File: src/rtl/gpt_consts.vh
// Purpose: constants for the general timer and free-running counter
// Assumes: 20 MHz clk, 16-bit host bus with byte addresses A[7:1]
// Notes:   offsets are byte addresses of 32-bit registers
`ifndef GPT_CONSTS_VH
`define GPT_CONSTS_VH

// register offsets (byte addresses)
`define TIMER_CFG_OFS      8'h8C
`define TIMER_CNT_OFS      8'h90
`define FREE_RUN_OFS       8'h94

// timer_configuration fields
`define RUN_EN_BIT         29
`define RUN_EN_HI_BIT      13
`define PRELOAD_RST        16'hFFFF
`define COUNT_RST          16'hFFFF

// clock rates and timing
`define CLK_KHZ            17'h04E20
`define FREE_RUN_KHZ       17'h061A8
`define CLK_PERIOD_NS      50
`define TICK_NS            1000
`define TICK_CYCLES        (`TICK_NS / `CLK_PERIOD_NS)
`define FREE_RUN_W         32

`endif

File: src/rtl/free_run_counter.v
// Purpose: 32-bit counter advancing at 25 MHz from a 20 MHz clock
// Assumes: clk at CLK_KHZ, single clock domain
// Notes:   adds one or two per clk so the long-term rate is exact
`timescale 1ns/1ps
`include "gpt_consts.vh"

module free_run_counter #(
    parameter WIDTH = `FREE_RUN_W
) (
    clk,
    rstn,
    count_q
);
    input  wire             clk;
    input  wire             rstn;
    output reg  [WIDTH-1:0] count_q;

    localparam [16:0] RATE = `FREE_RUN_KHZ;
    localparam [16:0] BASE = `CLK_KHZ;

    reg  [16:0] phase_q;
    wire [16:0] sum = phase_q + RATE;
    wire        two = (sum >= {BASE[15:0], 1'b0});

    ////////////////////////////////////////////////////////////////////////
    // phase accumulator and count; no gating by power state
    always @(posedge clk or negedge rstn) begin
        if (!rstn) begin
            phase_q <= 17'h00000;
            count_q <= {WIDTH{1'b0}};
        end else begin
            if (two) begin
                phase_q <= sum - {BASE[15:0], 1'b0};
                count_q <= count_q + {{(WIDTH-2){1'b0}}, 2'h2};
            end else begin
                phase_q <= sum - BASE;
                count_q <= count_q + {{(WIDTH-1){1'b0}}, 1'b1};
            end
        end
    end
endmodule

File: src/rtl/gpt_free_timer.v
// Purpose: general 16-bit timer and free-running 32-bit counter
// Assumes: asynchronous SRAM-like 16-bit host bus, held 3+ clocks
// Notes:   host pins pass two flip-flops; A[1]=1 selects high half
`timescale 1ns/1ps
`include "gpt_consts.vh"

module gpt_free_timer #(
    parameter TICK_CYCLES = `TICK_CYCLES
) (
    clk,
    rstn,
    cs_n,
    rd_n,
    wr_n,
    addr,
    data_in,
    data_out,
    data_oe_n,
    timer_irq
);
    input  wire        clk;
    input  wire        rstn;
    input  wire        cs_n;
    input  wire        rd_n;
    input  wire        wr_n;
    input  wire [7:1]  addr;
    input  wire [15:0] data_in;
    output reg  [15:0] data_out;
    output reg         data_oe_n;
    output reg         timer_irq;

    localparam integer TICK_LAST_I = TICK_CYCLES - 1;
    localparam [15:0]  TICK_LAST   = TICK_LAST_I[15:0];

    ////////////////////////////////////////////////////////////////////////
    // two-stage synchronisers for the host pins
    reg  [25:0] pin_s1_q;
    reg  [25:0] pin_s2_q;
    always @(posedge clk or negedge rstn) begin
        if (!rstn) begin
            pin_s1_q <= {3'h7, 23'h000000};
            pin_s2_q <= {3'h7, 23'h000000};
        end else begin
            pin_s1_q <= {cs_n, rd_n, wr_n, addr, data_in};
            pin_s2_q <= pin_s1_q;
        end
    end

    wire        cs_n_s = pin_s2_q[25];
    wire        rd_n_s = pin_s2_q[24];
    wire        wr_n_s = pin_s2_q[23];
    wire [7:1]  addr_s = pin_s2_q[22:16];
    wire [15:0] wdata  = pin_s2_q[15:0];
    wire [7:0]  word_ofs = {addr_s[7:2], 2'b00};
    wire        hi_half  = addr_s[1];

    ////////////////////////////////////////////////////////////////////////
    // strobe edge detection on synchronised levels
    reg  rd_act_q;
    reg  wr_act_q;
    wire rd_act   = !cs_n_s && !rd_n_s;
    wire wr_act   = !cs_n_s && !wr_n_s;
    wire rd_start = rd_act && !rd_act_q;
    wire wr_start = wr_act && !wr_act_q;

    ////////////////////////////////////////////////////////////////////////
    // strobe history for the edge detectors
    always @(posedge clk or negedge rstn) begin
        if (!rstn) begin
            rd_act_q <= 1'b0;
            wr_act_q <= 1'b0;
        end else begin
            rd_act_q <= rd_act;
            wr_act_q <= wr_act;
        end
    end

    wire sel_cfg  = (word_ofs == `TIMER_CFG_OFS);
    wire sel_cnt  = (word_ofs == `TIMER_CNT_OFS);
    wire sel_free = (word_ofs == `FREE_RUN_OFS);

    wire wr_cfg_lo = wr_start && sel_cfg && !hi_half;
    wire wr_cfg_hi = wr_start && sel_cfg && hi_half;
    wire run_new   = wdata[`RUN_EN_HI_BIT];

    ////////////////////////////////////////////////////////////////////////
    // free-running counter
    wire [31:0] free_count;

    free_run_counter #(
        .WIDTH (`FREE_RUN_W)
    ) i_free_run_counter (
        .clk     (clk),
        .rstn    (rstn),
        .count_q (free_count)
    );

    ////////////////////////////////////////////////////////////////////////
    // general timer
    reg         run_q;
    reg  [15:0] preload_q;
    reg  [15:0] count_q;
    reg  [15:0] tick_q;
    wire        tick = run_q && (tick_q == TICK_LAST);
    wire        load_now = wr_cfg_hi && !run_q && run_new;

    ////////////////////////////////////////////////////////////////////////
    // tick divider, cleared while halted
    always @(posedge clk or negedge rstn) begin
        if (!rstn) begin
            tick_q <= 16'h0000;
        end else if (!run_q || tick) begin
            tick_q <= 16'h0000;
        end else begin
            tick_q <= tick_q + 16'h0001;
        end
    end

    always @(posedge clk or negedge rstn) begin
        if (!rstn) begin
            run_q     <= 1'b0;
            preload_q <= `PRELOAD_RST;
            count_q   <= `COUNT_RST;
            timer_irq <= 1'b0;
        end else begin
            timer_irq <= 1'b0;
            if (wr_cfg_lo) begin
                preload_q <= wdata;
            end
            if (wr_cfg_hi) begin
                run_q <= run_new;
                if (run_q && !run_new) begin
                    preload_q <= `PRELOAD_RST;
                end
            end
            if (load_now) begin
                count_q <= preload_q;
            end else if (tick) begin
                if (count_q == 16'h0000) begin
                    count_q   <= preload_q;
                    timer_irq <= 1'b1;
                end else begin
                    count_q <= count_q - 16'h0001;
                end
            end
            // count_q holds while run_q is low, except for the load from preload_q on the write that sets run_q
        end
    end

    ////////////////////////////////////////////////////////////////////////
    // free counter half-word snapshot
    reg  [31:0] snap_q;
    reg         snap_pend_q;
    reg         snap_hi_q;
    wire        rd_free  = rd_start && sel_free;
    wire        use_snap = snap_pend_q && (snap_hi_q != hi_half);

    always @(posedge clk or negedge rstn) begin
        if (!rstn) begin
            snap_q      <= 32'h00000000;
            snap_pend_q <= 1'b0;
            snap_hi_q   <= 1'b0;
        end else if (rd_free) begin
            if (use_snap) begin
                snap_pend_q <= 1'b0;
            end else begin
                snap_q      <= free_count;
                snap_pend_q <= 1'b1;
                snap_hi_q   <= hi_half;
            end
        end
    end

    ////////////////////////////////////////////////////////////////////////
    // read data mux, unmapped and reserved bits read zero
    reg [15:0] rdata;
    reg [31:0] free_word;
    always @* begin
        rdata     = 16'h0000;
        free_word = use_snap ? snap_q : free_count;
        if (sel_cfg) begin
            if (hi_half) begin
                rdata = {2'b00, run_q, 13'h0000};
            end else begin
                rdata = preload_q;
            end
        end else if (sel_cnt) begin
            if (!hi_half) begin
                rdata = count_q;
            end
        end else if (sel_free) begin
            rdata = hi_half ? free_word[31:16] : free_word[15:0];
        end
    end

    ////////////////////////////////////////////////////////////////////////
    // bus output registers
    always @(posedge clk or negedge rstn) begin
        if (!rstn) begin
            data_out  <= 16'h0000;
            data_oe_n <= 1'b1;
        end else begin
            data_oe_n <= !rd_act;
            if (rd_start) begin
                data_out <= rdata;
            end
        end
    end
endmodule

File: config.mk
export PLATFORM = sky130hd
export DESIGN_NAME = gpt_free_timer
export DESIGN_NICKNAME = d
export VERILOG_FILES = /design/src/rtl/free_run_counter.v /design/src/rtl/gpt_free_timer.v
export VERILOG_INCLUDE_DIRS = /design/src /design/src/rtl
export SDC_FILE = /design/constraint.sdc
export NUM_CORES = 1
export LEC_CHECK = 0
export ABC_AREA = 1
export BUFFER_PORTS_ARGS = -buffer_cell sky130_fd_sc_hd__buf_2
export CORE_MARGIN = 5
export CORE_UTILIZATION = 40
export DETAILED_ROUTE_END_ITERATION = 6
export GPL_TIMING_DRIVEN = 0
export PLACE_DENSITY_LB_ADDON = 0.1
export SYNTH_ARGS = -nofsm -noshare
export SYNTH_HDL_FRONTEND = slang
export SYNTH_SLANG_ARGS = --single-unit
File: constraint.sdc
create_clock -name clk -period 3.1 [get_ports clk]
set_input_delay 0.155 -clock clk [delete_from_list [all_inputs] [get_ports clk]]
set_output_delay 0.155 -clock clk [all_outputs]
set_load 0.005 [all_outputs]
## After elaboration in Yosys (flattened, before gate mapping)

Cells that the tools add are included.

- Bits of input ports: 28
- Bits in registers: 204
- Output and inout bits: 18
- Logic and storage cells: 76

- $lt $le $gt $ge: 1
- Bitwise operators: 1
- Equality and inequality tests: 5
- Reductions and logical operators: 26
- Muxes and demuxes: 20
- Add/subtract/negate cells: 7

Operator list:

| operator | number |
|---|---|
| 16-bit two-way mux | 13 |
| 32-bit two-way mux | 2 |
| 32-bit by 1-bit adder with 32-bit output (second input constant) | 1 |
| 32-bit by 2-bit adder with 32-bit output (second input constant) | 1 |
| 6-bit == test (second input constant) | 3 |
| 17-bit by 15-bit adder with 17-bit output (second input constant) | 1 |
| 17-bit by 16-bit greater-or-equal comparator with 1-bit output (second input constant) | 1 |
| 17-bit two-way mux | 1 |
| 17-bit by 15-bit subtractor with 17-bit output (second input constant) | 1 |
| 17-bit by 16-bit subtractor with 17-bit output (second input constant) | 1 |
| 16-bit by 1-bit adder with 16-bit output (second input constant) | 1 |
| 16-bit by 5-bit == test with 1-bit output (second input constant) | 1 |
| 16-bit logical NOT | 1 |
| 16-bit by 1-bit subtractor with 16-bit output (second input constant) | 1 |
| 1-bit logical AND | 13 |
| 1-bit logical NOT | 9 |
| 1-bit two-way mux | 4 |
| 2-bit AND reduction | 1 |
| 2-bit nonzero test | 1 |
| 1-bit logical OR | 1 |
| 1-bit != test | 1 |
| 1-bit inverter | 1 |

## Logic depth before layout (Yosys ltp)

- Word-level depth: 8
- Mapped depth: 17
- Depth with buffers taken out: 17

## Modules after synthesis

A second synthesis with hierarchy kept.

- Cells, all modules: 1495
- Area total of the unflattened synthesis: 11222.0 µm²

Modules (own cells, without submodules):

| module | instances | seq. area each (µm²) | area each (µm²) | cells each |
|---|---|---|---|---|
| gpt_free_timer | 1 | 3927.5 | 7397.1 | 904 |
| free_run_counter | 1 | 1151.1 | 3824.9 | 591 |

## Worst setup path before layout

No wires, ideal clock.

- Path type: reg-to-reg
- Start point: register i_free_run_counter.phase_q[3]
- End point: register i_free_run_counter.phase_q[12]
- Setup time: 0.116 ns
- Arrival time: 1.870 ns
- Required time: 2.984 ns
- Stages on the path, launching flop included: 14
- Path buffers: 0
- Slack: 1.114 ns
- Clock period less this slack: 1.986 ns
- Cell sequence: dfrtp_1 ha_1 o21ai_2 nand2_1 nand2_1 inv_1 ha_1 nand2_1 inv_1 nand2_1 nand3_1 xor2_1 nand3_1 nand2_1

- Longest elaborated chain between the ends: 3
- Elaborated cells between the ends (all ways): 5
- Classes of those cells: 3 x add/sub; 1 x order compare; 1 x mux

RTL lines:

| what | RTL line | text |
|---|---|---|
| start: declaration | free_run_counter.v:21 | `reg [16:0] phase_q;` |
| start signal: assignment | free_run_counter.v:33 | `phase_q <= sum - {BASE[15:0], 1'b0};` |
| start signal: assignment | free_run_counter.v:36 | `phase_q <= sum - BASE;` |
| 17-bit by 15-bit adder with 17-bit output (*) | free_run_counter.v:22 | `wire [16:0] sum = phase_q + RATE;` |
| 17-bit by 15-bit subtractor with 17-bit output (tied with other cells) | free_run_counter.v:36 |  |
| 17-bit two-way mux (*) | free_run_counter.v:32 | `if (two) begin` |

Mark *: on every way between the ends. The rest lies on a longest branch, timed or not.
A chain may end at the register's enable or synchronous reset.

## Final worst setup path

- Start point: register pin_s2_q[21]
- End point: register preload_q[12]

- Longest elaborated chain between the ends: 6
- Elaborated cells between the ends (all ways): 7
- Classes of those cells: 1 x eq/ne; 3 x mux; 3 x reduce/logical

RTL lines:

| what | RTL line | text |
|---|---|---|
| start: declaration | gpt_free_timer.v:38 | `reg [25:0] pin_s2_q;` |
| start signal: assignment | gpt_free_timer.v:42 | `pin_s2_q <= {3'h7, 23'h000000};` |
| start signal: assignment | gpt_free_timer.v:45 | `pin_s2_q <= pin_s1_q;` |
| 6-bit == test (no source line) (*) | -- |  |
| 1-bit logical AND (*) | gpt_free_timer.v:82, gpt_free_timer.v:83 |  |
| 1-bit logical AND | gpt_free_timer.v:82 | `wire wr_cfg_lo = wr_start && sel_cfg && !hi_half;` |
| 16-bit two-way mux | gpt_free_timer.v:127 | `if (wr_cfg_lo) begin` |
| 16-bit two-way mux | gpt_free_timer.v:132 | `if (run_q && !run_new) begin` |
| 16-bit two-way mux (*) | gpt_free_timer.v:130 | `if (wr_cfg_hi) begin` |
| end signal: assignment | gpt_free_timer.v:122 | `` preload_q <= `PRELOAD_RST; `` |
| end signal: assignment | gpt_free_timer.v:128 | `preload_q <= wdata;` |
| end signal: assignment | gpt_free_timer.v:133 | `` preload_q <= `PRELOAD_RST; `` |
| end: declaration | gpt_free_timer.v:101 | `reg [15:0] preload_q;` |

Marked as above.

==> flow_summary.json <==
{
  "status": "finished clean",
  "routedWlPerCell_um": 16.0,
  "synthArstFlopShare": 1.00,
  "fin_hold_ws_ps": 127,
  "crit_start": "pin_s2_q[21]$_DFF_PN0_",
  "postCtsSetupRepairBufs": 0,
  "cts_resized": 0,
  "wirelength_um": 29300,
  "power_frac_comb": 0.063,
  "yosysWarnings": 0,
  "cts_hold_buf": 27,
  "syn_inst": 1375,
  "cp-end-kind": "flip-flop",
  "period_needed_ps": 2380,
  "path_clk_slew_ps": 60,
  "slew_headroom": 0.588,
  "track_usage": 0.194,
  "syn_to_final_growth_pct": 17.1,
  "grt_pass1_wl_um": 48200,
  "ios": 46,
  "dp_hpwl_um": 21700,
  "die_area_mm2": 0.0302,
  "vias": 9261,
  "crit_fanout": 10,
  "fin_nets": 1514,
  "gp_congestion": 0.882,
  "drv_slew": 0,
  "synth.distinct_cells": 43,
  "yosys.area.top_type": "dfrtp_1",
  "r2r-start": "pin_s2_q[21]$_DFF_PN0_",
  "hold_viol_final": 0,
  "num_antenna_cells": 0,
  "fmax_mhz": 420,
  "grt_pass1_vias": 9059,
  "grt-ovfl-total": 0,
  "pre_cts_ws_ps": 694,
  "cts_sinks": 201,
  "p_leak_nw": 5.97,
  "ir_drop_v": 0.000409,
  "clkLatencyLatePin_ps": 530,
  "synth_nets": 1414,
  "layout-drive-gt1-share": 0.118,
  "skew_ps": 28.4,
  "p_int_mw": 4.74,
  "switching_share": 0.231,
  "antenna_found_initial": 0,
  "finalSetupViolCount": 0,
  "cp_data_required_time_ps": 3530,
  "grt_max_degree": 77,
  "ant_nets": 0,
  "port_buffers": 45,
  "drv_cap": 0,
  "clkPwrFrac": 0.484,
  "setup_ws_ps": 722,
  "numCtsBuffers": 24,
  "fin_util": 0.471,
  "worst_slew_pin_slew_ps": 617,
  "cts_tree": "built",
  "first_iter_violations": 590,
  "viasPerCell": 5.05,
  "die_w_um": 174,
  "initial_core_util": 0.402,
  "crit_type": "flip-flop to flip-flop",
  "rsz0062_at_grt": "no",
  "num_rows": 60,
  "htreeDepth": 1,
  "ys_seq_area_frac": 0.474,
  "p_seq_frac": 0.453,
  "core_mm2": 0.0267,
  "ys_ff_latch": 201,
  "dieHeight_um": 174,
  "firstDrtPassIters": 6,
  "drc": 0,
  "synth.top_cell.area_share": 0.378,
  "arrival_ps": 2810,
  "synth_area_leaders": "dfrtp_1 38%, nand2_1 14%, dfstp_2 9.6%, nand3_1 7.1%, xor2_1 5.7%",
  "synth_top_flop_cell": "dfrtp_1",
  "period_share": 0.767,
  "p_switching_mw": 1.42,
  "synth-edff-count": 0,
  "cts_root_buf": "clkbuf_16",
  "syn_area_mm2": 0.0107,
  "syn_avg_cell_area_um2": 7.80,
  "min_path_type": "input pin to async pin",
  "critPathLaunchType": "flip-flop",
  "powerDensity_mw_per_mm2": 491,
  "clockBufferDepth": 3
}
-- cell usage in the layout (no fill, tap or decap), types with 2 or more instances in the layout --
cell / instances
ha_1: 11
inv_2: 7
o2111ai_1: 4
nand2_1: 390
buf_2: 56
xnor2_1: 9
nor4_1: 8
dfstp_2: 39
nand3_1: 151
dfrtp_1: 162
nand3b_1: 4
o21ai_0: 98
o22ai_1: 11
nor3b_1: 2
nand2_2: 9
clkbuf_8: 7
a21oi_1: 30
inv_1: 139
nand4_1: 17
nor2_1: 108
o21a_1: 5
o211ai_1: 2
buf_16: 2
bufinv_16: 3
clkbuf_16: 24
buf_6: 4
clkinv_1: 2
a31oi_1: 3
dlygate4sd3_1: 27
nor2_2: 6
nor3_1: 24
clkbuf_1: 31
buf_4: 6
buf_1: 4
xor2_1: 70
-- critical path, cell delays in order (launching register included) --
cell      delay, ps
dfrtp_1         370
nor2_2          170
inv_2            60
nor3_4          280
nand2_1         330
inv_1           310
nand2_1         240
clkbuf_1        310
nand2_1         130
nand3_1          80
-- power groups by stage --
stage / Clock, mW / Sequential [mW] / Combinational, mW
after CTS: 3.06 / 2.79 / 0.393
final: 2.98 / 2.79 / 0.386
after detailed placement: 0 / 2.84 / 0.365
after global placement: 0 / 2.84 / 0.351
after global routing: 3.18 / 2.80 / 0.442
after floorplan: 0 / 2.83 / 0.183
-- cell families (layout without fill, tap and decap cells) --
kind of cell	count (synthesis)	count (layout)	synth area share
buf+inv	199	317	0.0760
fa+ha+maj	11	11	0.0128
compound gates	157	157	0.0788
simple gates	727	727	0.293
flops	201	201	0.474
xor+xnor	80	80	0.0661
-- sequential cells by signal, indices dropped and copies added (netlist names) --
name                        flops
wr_act_q                        1
timer_irq                       1
i_free_run_counter.phase_q     14
preload_q                      16
snap_pend_q                     1
tick_q                         16
data_oe_n                       1
count_q                        16
pin_s1_q                       26
pin_s2_q                       26
run_q                           1
snap_hi_q                       1
rd_act_q                        1
data_out                       16
i_free_run_counter.count_q     32
snap_q                         32
-- cell usage after synthesis (2+ instances only) --
library cell,number
a21oi_1,30
a31oi_1,3
buf_1,4
buf_2,12
buf_4,6
buf_6,4
clkbuf_1,25
clkinv_1,2
dfrtp_1,162
dfstp_2,39
ha_1,11
inv_1,139
inv_2,7
nand2_1,390
nand2_2,9
nand3_1,151
nand3b_1,4
nand4_1,17
nor2_1,108
nor2_2,6
nor3_1,24
nor3b_1,2
nor4_1,8
o2111ai_1,4
o211ai_1,2
o21a_1,5
o21ai_0,98
o22ai_1,11
xnor2_1,9
xor2_1,70
-- layer usage --
metal | part of all wire | global-route usage | routed length, um | up-vias
met1 | 0.46 | 0.266 | 13400 | 4419
met5 | 0 | 0 | 0 | -
met2 | 0.48 | 0.325 | 14000 | 172
met3 | 0.040 | 0.0275 | 1170 | 46
li1 | - | - | - | 4624
met4 | 0.026 | 0.0508 | 767 | 0
-- path summary, 6_finish.rpt --
check	endpoint	slack [ps]	depth (start not counted)
max in group asynchronous	preload_q[13]$_DFF_PN1_	1810	4
min	i_free_run_counter.phase_q[6]$_DFF_PN0_	130	2
min in group clk	pin_s1_q[11]$_DFF_PN0_	270	2
max	preload_q[12]$_DFF_PN1_	720	9
max reg2reg	preload_q[12]$_DFF_PN1_	720	9
min reg2reg	pin_s2_q[16]$_DFF_PN0_	330	0
-- stage by stage --
stage          std cells  cell area, um2  total power, mW  setup TNS (ps)
6_report            1834           12600             6.16               0
3_5_place_dp        1763           11400             3.20               0
3_3_place_gp        1761           11400             3.19         -289390
2_1_floorplan       1375           10700             3.01               0
4_1_cts             1834           12600             6.24               0
5_1_grt             1834           12600             6.43               0
-- cell type report --
type / count / area (um2)
clock inverter: 7 / 131
tap: 341 / 427
inverter: 148 / 556
buffer: 51 / 259
timing repair buffer: 74 / 561
sequential: 201 / 5080
fill: 2659 / 14100
clock buffer: 37 / 719
multi-input combinational: 975 / 4830
Power figures use the tool's default switching activity.
